===== src/rtl/sarc_cfg.svh =====
// Constants for the converter control block
// How it works
// - Config bit selects eight-bit mode, else ten-bit
// - Eight-bit mode resolves only upper eight bits
// - Eight-bit conversion ends two SAR clocks sooner
// - Eight-bit results carry bottom two bits 00
// - Low result byte reads 0x00 in eight-bit
// - Done flag per conversion or burst; software clears
// - Burst start launches repeat-count back-to-back conversions, except one per external-pin trigger
// - Burst power-down after burst unless enable set
`ifndef SARC_CFG_SVH
`define SARC_CFG_SVH
// ==========================================
// Register addresses
`define SARC_ADDR_CTRL 8'hE8
`define SARC_ADDR_CFG 8'hBC
`define SARC_ADDR_RES_H 8'hBE
`define SARC_ADDR_RES_L 8'hBD
`define SARC_ADDR_REPEAT 8'hBA
// ==========================================
// Field positions
`define SARC_CTRL_EN 7
`define SARC_CTRL_BURST 6
`define SARC_CTRL_DONE 5
`define SARC_CTRL_START 4
`define SARC_CTRL_WIN 3
`define SARC_CFG_8BIT 2
`define SARC_CFG_DIV_LSB 3
// ==========================================
// Reset values and codes
`define SARC_CTRL_RESET 8'h00
`define SARC_CFG_RESET 8'hF8
`define SARC_REPEAT_RESET 3'h0
`define SARC_SRC_SW 3'h0
`define SARC_SRC_EXT 3'h4
// ==========================================
// Timing
`define SARC_CLK_NS 40
`define SARC_PWRUP_NS 2000
`define SARC_PWRUP_CYC ((`SARC_PWRUP_NS + `SARC_CLK_NS - 1) / `SARC_CLK_NS)
`endif


===== src/rtl/sarc_pkg.sv =====
// Types for the converter control block
package sarc_pkg;
  typedef enum logic [1:0] {SARC_IDLE, SARC_PWRUP, SARC_CONV} sarc_phase_type;
  typedef enum logic {SARC_SEQ_IDLE, SARC_SEQ_RUN} sarc_seq_phase_type;

  typedef struct packed {
    sarc_seq_phase_type phase;
    logic [3:0] idx;
    logic [9:0] code;
    logic [9:0] result;
    logic done;
  } sarc_seq_state_type;

  typedef struct packed {
    logic en;
    logic burst;
    logic done;
    logic win;
    logic [2:0] src;
    logic [7:0] cfg;
    logic [2:0] repeat_code;
    logic [2:0] ext_sync;
    logic ext_lvl;
    logic [4:0] div_cnt;
    logic tick;
    sarc_phase_type phase;
    logic [7:0] pu_cnt;
    logic [6:0] left;
    logic [6:0] acc;
    logic start;
    logic [9:0] result;
    logic [7:0] rdata;
  } sarc_state_type;
endpackage


===== src/rtl/sarc_seq_if.sv =====
// Link between control and approximation sequencer
`timescale 1ns/1ns
interface sarc_seq_if;
  logic start;
  logic eight_bit;
  logic tick;
  logic comp;
  logic done;
  logic [9:0] trial;
  logic [9:0] result;
  modport ctl (output start, eight_bit, tick, comp, input done, trial, result);
  modport seq (input start, eight_bit, tick, comp, output done, trial, result);
endinterface


===== src/rtl/sarc_seq.sv =====
// Successive approximation bit sequencer
`timescale 1ns/1ns
module sarc_seq (
  input wire logic clk_sys_in,
  input wire logic srst_in,
  sarc_seq_if.seq bus
);
  import sarc_pkg::*;
  sarc_seq_state_type st;
  sarc_seq_state_type next_st;
  logic [3:0] last_idx;

  assign bus.done = st.done;
  assign bus.trial = st.code;
  assign bus.result = st.result;

  always_comb begin
    next_st = st;
    next_st.done = 1'b0;
    last_idx = bus.eight_bit ? 4'h2 : 4'h0;
    case (st.phase)
      SARC_SEQ_IDLE: begin
        if (bus.start) begin
          next_st.phase = SARC_SEQ_RUN;
          next_st.idx = 4'h9;
          next_st.code = 10'h200;
        end
      end
      SARC_SEQ_RUN: begin
        if (bus.tick) begin
          next_st.code[st.idx] = bus.comp;
          if (st.idx == last_idx) begin
            next_st.phase = SARC_SEQ_IDLE;
            next_st.done = 1'b1;
            next_st.result = next_st.code & {8'hFF, {2{~bus.eight_bit}}};
            next_st.code = 10'h000;
          end else begin
            next_st.idx = st.idx - 4'h1;
            next_st.code[st.idx - 4'h1] = 1'b1;
          end
        end
      end
      default: next_st.phase = SARC_SEQ_IDLE;
    endcase
  end

  always_ff @(posedge clk_sys_in) begin
    if (srst_in) begin
      st <= '0;
    end else begin
      st <= next_st;
    end
  end
endmodule // sarc_seq


===== src/rtl/sarc_top.sv =====
// Converter control, eight-bit mode and register file
`timescale 1ns/1ns
`include "sarc_cfg.svh"
module sarc_top #(
  parameter int PWRUP_CYC = `SARC_PWRUP_CYC
) (
  input wire logic clk_sys_in,
  input wire logic srst_in,
  input wire logic [7:0] sfr_addr_in,
  input wire logic sfr_wr_in,
  input wire logic sfr_rd_in,
  input wire logic [7:0] sfr_wdata_in,
  output logic [7:0] sfr_rdata_out,
  input wire logic [2:0] timer_ovf_in,
  input wire logic external_convert_start_in,
  input wire logic comp_in,
  input wire logic window_hit_in,
  output logic [9:0] dac_trial_out,
  output logic [9:0] result_out,
  output logic conversion_done_flag_out,
  output logic window_match_flag_out,
  output logic busy_out,
  output logic converter_powered_out
);
  import sarc_pkg::*;
  localparam logic [7:0] CTRL_RST = `SARC_CTRL_RESET;
  sarc_state_type st;
  sarc_state_type next_st;
  sarc_seq_if seq_bus ();
  logic wr_ctrl;
  logic trig;
  logic ext_rise;
  logic [6:0] rep_n;
  logic [6:0] acc_inc;
  logic set_done;
  logic [7:0] ctrl_rd;
  logic wr_cfg;
  logic wr_rep;
  logic ext_stable;
  logic [4:0] div_max;
  logic conv_go;
  logic burst_multi;

  sarc_seq u_seq (
    .clk_sys_in(clk_sys_in),
    .srst_in(srst_in),
    .bus(seq_bus.seq)
  );

  assign seq_bus.start = st.start;
  assign seq_bus.eight_bit = st.cfg[`SARC_CFG_8BIT];
  assign seq_bus.tick = st.tick;
  assign seq_bus.comp = comp_in;

  assign sfr_rdata_out = st.rdata;
  assign dac_trial_out = seq_bus.trial;
  assign result_out = st.result;
  assign conversion_done_flag_out = st.done;
  assign window_match_flag_out = st.win;
  assign busy_out = (st.phase != SARC_IDLE);
  assign converter_powered_out = st.en | (st.phase != SARC_IDLE);

  // ==========================================
  // Repeat count decode
  always_comb begin
    case (st.repeat_code)
      3'h0: rep_n = 7'h01;
      3'h1: rep_n = 7'h04;
      3'h2: rep_n = 7'h08;
      3'h3: rep_n = 7'h10;
      3'h4: rep_n = 7'h20;
      3'h5: rep_n = 7'h40;
      default: rep_n = 7'h01;
    endcase
  end

  // ==========================================
  // Address decode
  assign wr_ctrl = sfr_wr_in && (sfr_addr_in == `SARC_ADDR_CTRL);
  assign wr_cfg = sfr_wr_in && (sfr_addr_in == `SARC_ADDR_CFG);
  assign wr_rep = sfr_wr_in && (sfr_addr_in == `SARC_ADDR_REPEAT);
  assign div_max = st.cfg[7:`SARC_CFG_DIV_LSB];

  // ==========================================
  // Trigger selection
  assign ext_stable = (st.ext_sync[1] == st.ext_sync[2]);
  assign ext_rise = ext_stable && st.ext_sync[2] && !st.ext_lvl;
  always_comb begin
    case (st.src)
      `SARC_SRC_SW: trig = wr_ctrl && sfr_wdata_in[`SARC_CTRL_START];
      3'h1: trig = timer_ovf_in[0];
      3'h2: trig = timer_ovf_in[1];
      3'h3: trig = timer_ovf_in[2];
      `SARC_SRC_EXT: trig = ext_rise;
      default: trig = 1'b0;
    endcase
  end

  assign conv_go = trig && (st.burst || st.en);
  assign burst_multi = st.burst && (st.src != `SARC_SRC_EXT);
  assign acc_inc = st.acc + 7'h01;
  assign set_done = seq_bus.done && (!st.burst || (acc_inc == rep_n));

  always_comb begin
    ctrl_rd = 8'h00;
    ctrl_rd[`SARC_CTRL_EN] = st.en;
    ctrl_rd[`SARC_CTRL_BURST] = st.burst;
    ctrl_rd[`SARC_CTRL_DONE] = st.done;
    ctrl_rd[`SARC_CTRL_START] = busy_out;
    ctrl_rd[`SARC_CTRL_WIN] = st.win;
    ctrl_rd[2:0] = st.src;
  end

  // ==========================================
  // Next state
  always_comb begin
    next_st = st;
    next_st.start = 1'b0;

    // ==========================================
    // Pin filter and SAR clock divider
    next_st.ext_sync = {st.ext_sync[1:0], external_convert_start_in};
    if (ext_stable) begin
      next_st.ext_lvl = st.ext_sync[2];
    end
    if (st.div_cnt >= div_max) begin
      next_st.div_cnt = 5'h00;
      next_st.tick = 1'b1;
    end else begin
      next_st.div_cnt = st.div_cnt + 5'h01;
      next_st.tick = 1'b0;
    end

    // ==========================================
    // Register writes
    if (wr_ctrl) begin
      next_st.en = sfr_wdata_in[`SARC_CTRL_EN];
      next_st.burst = sfr_wdata_in[`SARC_CTRL_BURST];
      next_st.done = sfr_wdata_in[`SARC_CTRL_DONE];
      next_st.win = sfr_wdata_in[`SARC_CTRL_WIN];
      next_st.src = sfr_wdata_in[2:0];
    end
    if (wr_cfg) begin
      next_st.cfg = sfr_wdata_in;
    end
    if (wr_rep) begin
      next_st.repeat_code = sfr_wdata_in[2:0];
      next_st.acc = 7'h00;
    end

    // ==========================================
    // Conversion sequencing
    case (st.phase)
      SARC_IDLE: begin
        if (conv_go) begin
          next_st.left = burst_multi ? rep_n : 7'h01;
          if (st.burst && !st.en) begin
            next_st.phase = SARC_PWRUP;
            next_st.pu_cnt = 8'(PWRUP_CYC);
          end else begin
            next_st.phase = SARC_CONV;
            next_st.start = 1'b1;
          end
        end
      end
      SARC_PWRUP: begin
        if (st.pu_cnt <= 8'h01) begin
          next_st.phase = SARC_CONV;
          next_st.start = 1'b1;
        end else begin
          next_st.pu_cnt = st.pu_cnt - 8'h01;
        end
      end
      SARC_CONV: begin
        if (seq_bus.done) begin
          next_st.result = seq_bus.result;
          next_st.acc = set_done ? 7'h00 : acc_inc;
          if (set_done) begin
            next_st.done = 1'b1;
            if (window_hit_in) begin
              next_st.win = 1'b1;
            end
          end
          if (st.left > 7'h01) begin
            next_st.left = st.left - 7'h01;
            next_st.start = 1'b1;
          end else begin
            next_st.left = 7'h00;
            next_st.phase = SARC_IDLE;
          end
        end
      end
      default: next_st.phase = SARC_IDLE;
    endcase

    // ==========================================
    // Register reads
    if (sfr_rd_in) begin
      case (sfr_addr_in)
        `SARC_ADDR_CTRL: next_st.rdata = ctrl_rd;
        `SARC_ADDR_CFG: next_st.rdata = st.cfg;
        `SARC_ADDR_RES_H: next_st.rdata = st.result[9:2];
        `SARC_ADDR_RES_L: next_st.rdata = st.cfg[`SARC_CFG_8BIT] ? 8'h00 :
          {st.result[1:0], 6'h00};
        `SARC_ADDR_REPEAT: next_st.rdata = {5'h00, st.repeat_code};
        default: next_st.rdata = 8'h00;
      endcase
    end
  end

  always_ff @(posedge clk_sys_in) begin
    if (srst_in) begin
      st <= '0;
      st.cfg <= `SARC_CFG_RESET;
      st.repeat_code <= `SARC_REPEAT_RESET;
      {st.en, st.burst, st.done, st.win, st.src} <= {CTRL_RST[7:5], CTRL_RST[3:0]}; // No bit 4
    end else begin
      st <= next_st;
    end
  end
endmodule // sarc_top


===== config.mk =====
export PLATFORM = sky130hd
export DESIGN_NAME = sarc_top
export DESIGN_NICKNAME = d
export VERILOG_FILES = /design/src/rtl/sarc_pkg.sv /design/src/rtl/sarc_seq_if.sv /design/src/rtl/sarc_seq.sv /design/src/rtl/sarc_top.sv
export VERILOG_INCLUDE_DIRS = /design/src /design/src/rtl
export SDC_FILE = /design/constraint.sdc
export NUM_CORES = 1
export LEC_CHECK = 0
export BUFFER_PORTS_ARGS = -buffer_cell sky130_fd_sc_hd__buf_2
export CAP_MARGIN = 0
export CORE_MARGIN = 3
export CORE_UTILIZATION = 37
export CTS_BUF_LIST = sky130_fd_sc_hd__clkbuf_4
export DETAILED_ROUTE_END_ITERATION = 10
export GPL_ROUTABILITY_DRIVEN = 0
export SLEW_MARGIN = 20
export SYNTH_ARGS = -nofsm -noshare
export SYNTH_HDL_FRONTEND = slang
export SYNTH_HIERARCHICAL = 1
export SYNTH_SLANG_ARGS = --single-unit

===== constraint.sdc =====
create_clock -name clk_sys_in -period 2.2 [get_ports clk_sys_in]
set_input_delay 0.33 -clock clk_sys_in [delete_from_list [all_inputs] [get_ports clk_sys_in]]
set_output_delay 0.33 -clock clk_sys_in [all_outputs]
set_load 0.005 [all_outputs]

Yosys cells after proc, flatten, opt, wreduce, memory -nomap -nowiden
Cells that the tools add are included.
{ "totals": {"reg_bits": 97, "inputBits": 26, "output_inout_bits": 32, "wordCells": 145} }
{ "op_classes": {"add_sub_neg": 5, "n_lt_le_gt_ge": 7, "eq_ne": 29, "mux": 44, "bitwise_logic": 6, "reduce_logical": 31} }
{ "ops": {"columns": ["cell", "n"], "rows": [
  ["equality test 8 bit (second input constant)", 5],
  ["one-hot mux 8 bit (5 select lines)", 1],
  ["two-way mux 7 bit", 5],
  ["one-hot mux 7 bit (5 select lines)", 1],
  ["one-hot mux 15 bit (2 select lines)", 1],
  ["two-way mux 26 bit", 1],
  ["two-way mux 25 bit", 1],
  ["two-way mux 8 bit", 3],
  ["two-way mux 17 bit", 1],
  ["two-way mux 2 bit", 8],
  ["!= test 2 bit (second input constant)", 8],
  ["one-hot mux 8 bit (2 select lines)", 1],
  ["two-way mux 15 bit", 1],
  ["one-hot mux 7 bit (2 select lines)", 1],
  ["equality test 3 x 2 -> 1 bit (second input constant)", 4],
  ["logical AND 1 bit", 12],
  ["two-way mux 11 bit", 1],
  ["AND 10 bit", 1],
  ["bitwise mux 10 bit", 1],
  ["less-than comparator 4 x 5 -> 1 bit (second input constant)", 2],
  ["two-way mux 10 bit", 1],
  ["OR 10 bit", 1],
  ["equality test 3 bit (second input constant)", 3],
  ["two-way mux 1 bit", 9],
  ["other kinds (35)", 49]
]} }

Logic depth before layout (Yosys ltp)
{ "depth": {"ltp_word": 9, "depth_mapped": 8, "depth_no_buf": 8} }

Modules after synthesis
The synthesis kept the hierarchy.
{ "by_module_without_submodules": {"columns": ["mod", "instances", "cells_each", "area_per_inst_um2", "seq_area_each_um2"], "rows": [
  ["sarc_top", 1, 478, 3842.4, 1421.4],
  ["sarc_seq", 1, 170, 1606.5, 520.5]
]} }

Least setup slack after synthesis
Ideal clock, no wire load.
{ "synth_path": {"path_type": "reg-to-reg", "startpoint": "register st[19] (netlist name)", "endpoint": "register st[19] (netlist name)", "setup_time_ns": 0.132, "arrival_time_ns": 1.835, "required_time_ns": 2.068, "path_slack_ns": 0.234, "path_stages_with_launch": 8, "n_path_buf": 0, "period_less_slack_ns": 1.966, "path_cell_list": "dfxtp_1 ha_1 nand3_1 and2_1 or4b_1 nand3_1 a31o_2 nor3_1"} }
{ "synth_via": {"elab_chain_cells": 7, "elab_cells_between_ends": 8, "classes_between": "1 x add/sub; 1 x eq/ne; 4 x mux; 2 x reduce/logical"} }
{ "synth_rtl": {"columns": ["element", "line", "rtl"], "rows": [
  ["from (decl)", "sarc_top.sv:27", "sarc_state_type st;"],
  ["from (signal assigned)", "sarc_top.sv:218", "st <= next_st;"],
  ["adder 7 x 1 -> 7 bit", "sarc_top.sv:101", "assign acc_inc = st.acc + 7'h01;"],
  ["equality test 7 bit", "sarc_top.sv:102", "assign set_done = seq_bus.done && (!st.burst || (acc_inc == rep_n));"],
  ["logical OR 1 bit", "sarc_top.sv:102", null],
  ["logical AND 1 bit", "sarc_top.sv:102", null],
  ["two-way mux 7 bit", "sarc_top.sv:177", "next_st.acc = set_done ? 7'h00 : acc_inc;"],
  ["two-way mux 25 bit", "sarc_top.sv:175", "if (seq_bus.done) begin"],
  ["two-way mux 7 bit *", "sarc_top.sv:153", "case (st.phase)"]
]} }
Mark *: on every way between the ends. The rest lies on a longest branch, timed or not. The select of a mux whose other input is x is not followed.
A chain may end at the register's enable or synchronous reset.

Worst setup path in the final report
{ "layout_path": {"startpoint": "register st, in the netlist next_st[52]", "endpoint": "register st[26] (netlist name)"} }
{ "layout_via": {"elab_chain_cells": 7} }
{ "layout_rtl": {"columns": ["element", "line", "rtl"], "rows": [
  ["equality test 1 bit", "sarc_top.sv:86", "assign ext_stable = (st.ext_sync[1] == st.ext_sync[2]);"],
  ["logical AND 1 bit (2 in series)", "sarc_top.sv:87", "assign ext_rise = ext_stable && st.ext_sync[2] && !st.ext_lvl;"],
  ["one-hot mux 1 bit (5 select lines)", "sarc_top.sv:89", "case (st.src)"],
  ["logical AND 1 bit", "sarc_top.sv:99", "assign conv_go = trig && (st.burst || st.en);"],
  ["!= test 2 bit (no source line)", null, null],
  ["AND reduction 3 bit (no source line)", null, null]
]} }
Every way passes these cells.

==> metrics.cfg <==
[sta]
post-route-period-util_pct = 95.5
finalSetupViolCount = 0
tightest_slew_ns = 0.668
slew_viol_final = 0
skew_ns = 0.0201
period_minus_slack_ns = 2.10
relSlewSlack_pct = 55.4
hold_viol_final = 0
tns_ns = 0
fmax_mhz = 476

[route]
vias = 4654
drc_errors = 0
wl_per_cell_um = 15.7
drtIter0Drc = 276
routed_wl_um = 13600
antenna_left = 0
via_per_inst = 5.39
firstDrtPassIters = 4

[placement]
io_buffers = 57
dp_hpwl_um = 10400

[logic_synthesis]
synth.distinct_cells = 80
synth-seq-area-share_pct = 35.6
yosysWarnings = 6
syn_nets = 694
synth_cells = 648
synth_area_per_cell_um2 = 8.41
yosys_register_bits = 97
synth_edf_count = 0
async_flop_share_pct = 0
synth-main-ff-cell = dfxtp_1
synth_area_mm2 = 0.00545

[power]
ir_worst_vdd_mv = 0.253
pwr_density_cell_mw_per_mm2 = 496
leakagePower_nw = 2.34

[setup_path]
cp_data_required_time_ns = 2.56
max_stage_delay_ns = 0.48
crit_fanout = 13
setup.worst_path.end = st[26]$_SDFFE_PP0P_
critPathTopFamily = compound AO/OA/AOI/OAI gates
cp-start-kind = flop
rr_worst_depth = 7
reg2reg_setup_slack_ns = 0.1
endpoint_kind = flop
path_cells = ha_1 > or4b_4 > a211oi_4 > o31ai_4 > and2_4 > a221oi_2 > a211oi_1
crit_buf_inv = 0
critical_path_class = reg2reg
startpoint = next_st[52]$_SDFF_PP0_
r2r-start = next_st[52]$_SDFF_PP0_
crit_cells = 7
worst_ep_arrival_time_ns = 2.46
cp_slowest_cell = or4b_4
timing.rr.end = st[26]$_SDFFE_PP0P_

[layout]
layout_common_cells = dfxtp_1 (96), nand2_1 (83), nor2_1 (58)
final_nets = 724
n_fill_cell = 1437
diodes = 0
layout_commonest_cell = dfxtp_1
fin_util_pct = 42.0
synthToLayoutAreaGrowth_pct = 9.12
drive_gt1_share_pct = 20.6

[flow_run]
drv_cap = 0

[clock_tree]
insertion_delay_ns = 0.48
cts_tree = done
cts_buffers = 9
ctsRootBufferMaster = clkbuf_4
cts.clk_slew.worst_paths_ns = 0.15
cts_buffer_depth = 2
clkSinkCount = 97
htreeDepth = 3

[floorplanning]
die-width_um = 127
dieArea_mm2 = 0.0162
ios = 58
start_util_pct = 38.5
die_h_um = 127
core_mm2 = 0.0141
row_count = 43

[grt]
grt_max_degree = 30
grt_use_total_pct = 17.0
overflow = 0
grt_pass1_wl_um = 22400
grt_pass1_vias = 4555
antenna_found_initial = 0

[worst_hold_path]
hold_path_class = in2reg

[status]
outcome = finished, final reports clean

-- state kept, by name (all words and copies together) (netlist names), 2 cells and up --
signal and count:
div_max 5, u_seq/bus.trial 10, sfr_rdata_out 8, u_seq/st 5, st 36, next_st 2, result_out 10, ctrl_rd 5
u_seq/bus.result 10
-- timing repair --
item	in CTS	in global routing
setup endpoints to repair	3	6
buffers inserted	0	2
gates resized for setup	2	10
pin swaps	1	3
hold buffers	0	0
-- where the power goes --
part / leakage, nW / switching (mW) / internal [mW] / total (mW)
clock network: 0.0806 / 0.669 / 0.370 / 1.04
logic: 1.48 / 0.0831 / 0.0536 / 0.137
registers: 0.783 / 0.00679 / 1.77 / 1.77
-- metal layers --
layer	GRT usage, %	part of all wire [%]	vias up
met5	0	0	-
met4	5.80	1.5	0
met3	4.01	6.0	19
met2	27.6	47	130
met1	22.3	46	2186
li1	-	-	2319
-- logic make-up (layout without fill, tap and decap cells) --
group                    Yosys count  after routing  synth area share [%]
XOR/XNOR                          15             15                  2.55
buffers and inverters             88            123                  9.76
multiplexers                      16             16                  3.10
flip-flops                        97             97                  35.6
AND/OR/NAND/NOR                  258            258                  24.7
AO/OA/AOI/OAI                    154            154                  19.7
adder cells (fa/ha/maj)           20             20                  4.59
-- metrics by stage --
stage,area [um^2],setup slack [ns],instances,total power [mW],hold WS [ns]
6_report,5950,0.0994,863,2.95,0.0771
5_1_grt,5950,-0.00885,863,3.07,0.0453
4_1_cts,5900,0.000855,861,2.98,0.0382
3_5_place_dp,5730,-0.0131,845,1.94,0.443
3_3_place_gp,5730,0.0930,845,1.94,0.440
2_1_floorplan,5450,0.234,648,1.88,0.414
-- synth_stat cells, drive strengths merged (4+ instances only) --
| master | instances | share of area [%] |
|---|---|---|
| a221oi | 7 | 1.1 |
| mux2 | 7 | 1.4 |
| nand3 | 20 | 1.9 |
| a22oi | 4 | 0.55 |
| o31ai | 8 | 1.2 |
| nor2b | 11 | 1.3 |
| and3 | 5 | 0.57 |
| a21oi | 58 | 5.4 |
| nand2 | 83 | 5.7 |
| nor3 | 18 | 2.2 |
| nor4 | 10 | 1.7 |
| xor2 | 6 | 0.96 |
| nand2b | 15 | 1.8 |
| or4b | 4 | 0.80 |
| dfxtp | 97 | 36 |
| ha | 20 | 4.6 |
| inv | 19 | 1.3 |
| a31oi | 6 | 0.96 |
| clkbuf | 18 | 1.3 |
| nor2 | 59 | 4.1 |
| a22o | 6 | 0.96 |
| and2 | 5 | 0.62 |
| buf | 51 | 7.2 |
| a211o | 6 | 0.96 |
| nand3b | 10 | 1.4 |
| mux2i | 9 | 1.7 |
| a211oi | 5 | 0.78 |
| o21ai | 25 | 2.5 |
| xnor2 | 9 | 1.6 |
-- how the worst min path moves through the flow --
stage	start	end	slack, ns	depth (start not counted)
global placement	sfr_rdata_out[0]$_SDFFE_PP0P_	sfr_rdata_out[0]$_SDFFE_PP0P_	0.44	2
finish	external_convert_start_in	next_st[51]$_SDFF_PP0_	0.08	2
global route	sfr_wdata_in[6]	div_max[3]$_SDFFE_PP1P_	0.05	2
floorplan	next_st[51]$_SDFF_PP0_	next_st[52]$_SDFF_PP0_	0.41	1
CTS	sfr_wdata_in[6]	div_max[3]$_SDFFE_PP1P_	0.04	2
detailed placement	sfr_rdata_out[6]$_SDFFE_PP0P_	sfr_rdata_out[6]$_SDFFE_PP0P_	0.44	2
-- final cells by class --
cell class / instances / area [um^2] / area share, %
Clock buffer: 9 / 67.6 / 1.14
Clock inverter: 7 / 86.3 / 1.45
Inverter: 19 / 71.3 / 1.20
Multi-Input combinational cell: 463 / 3020 / 50.8
Sequential cell: 97 / 1940 / 32.7
Tap cell: 180 / 225 / 3.79
Timing Repair Buffer: 88 / 531 / 8.92
No activity file was read; power rests on OpenSTA's default activity.
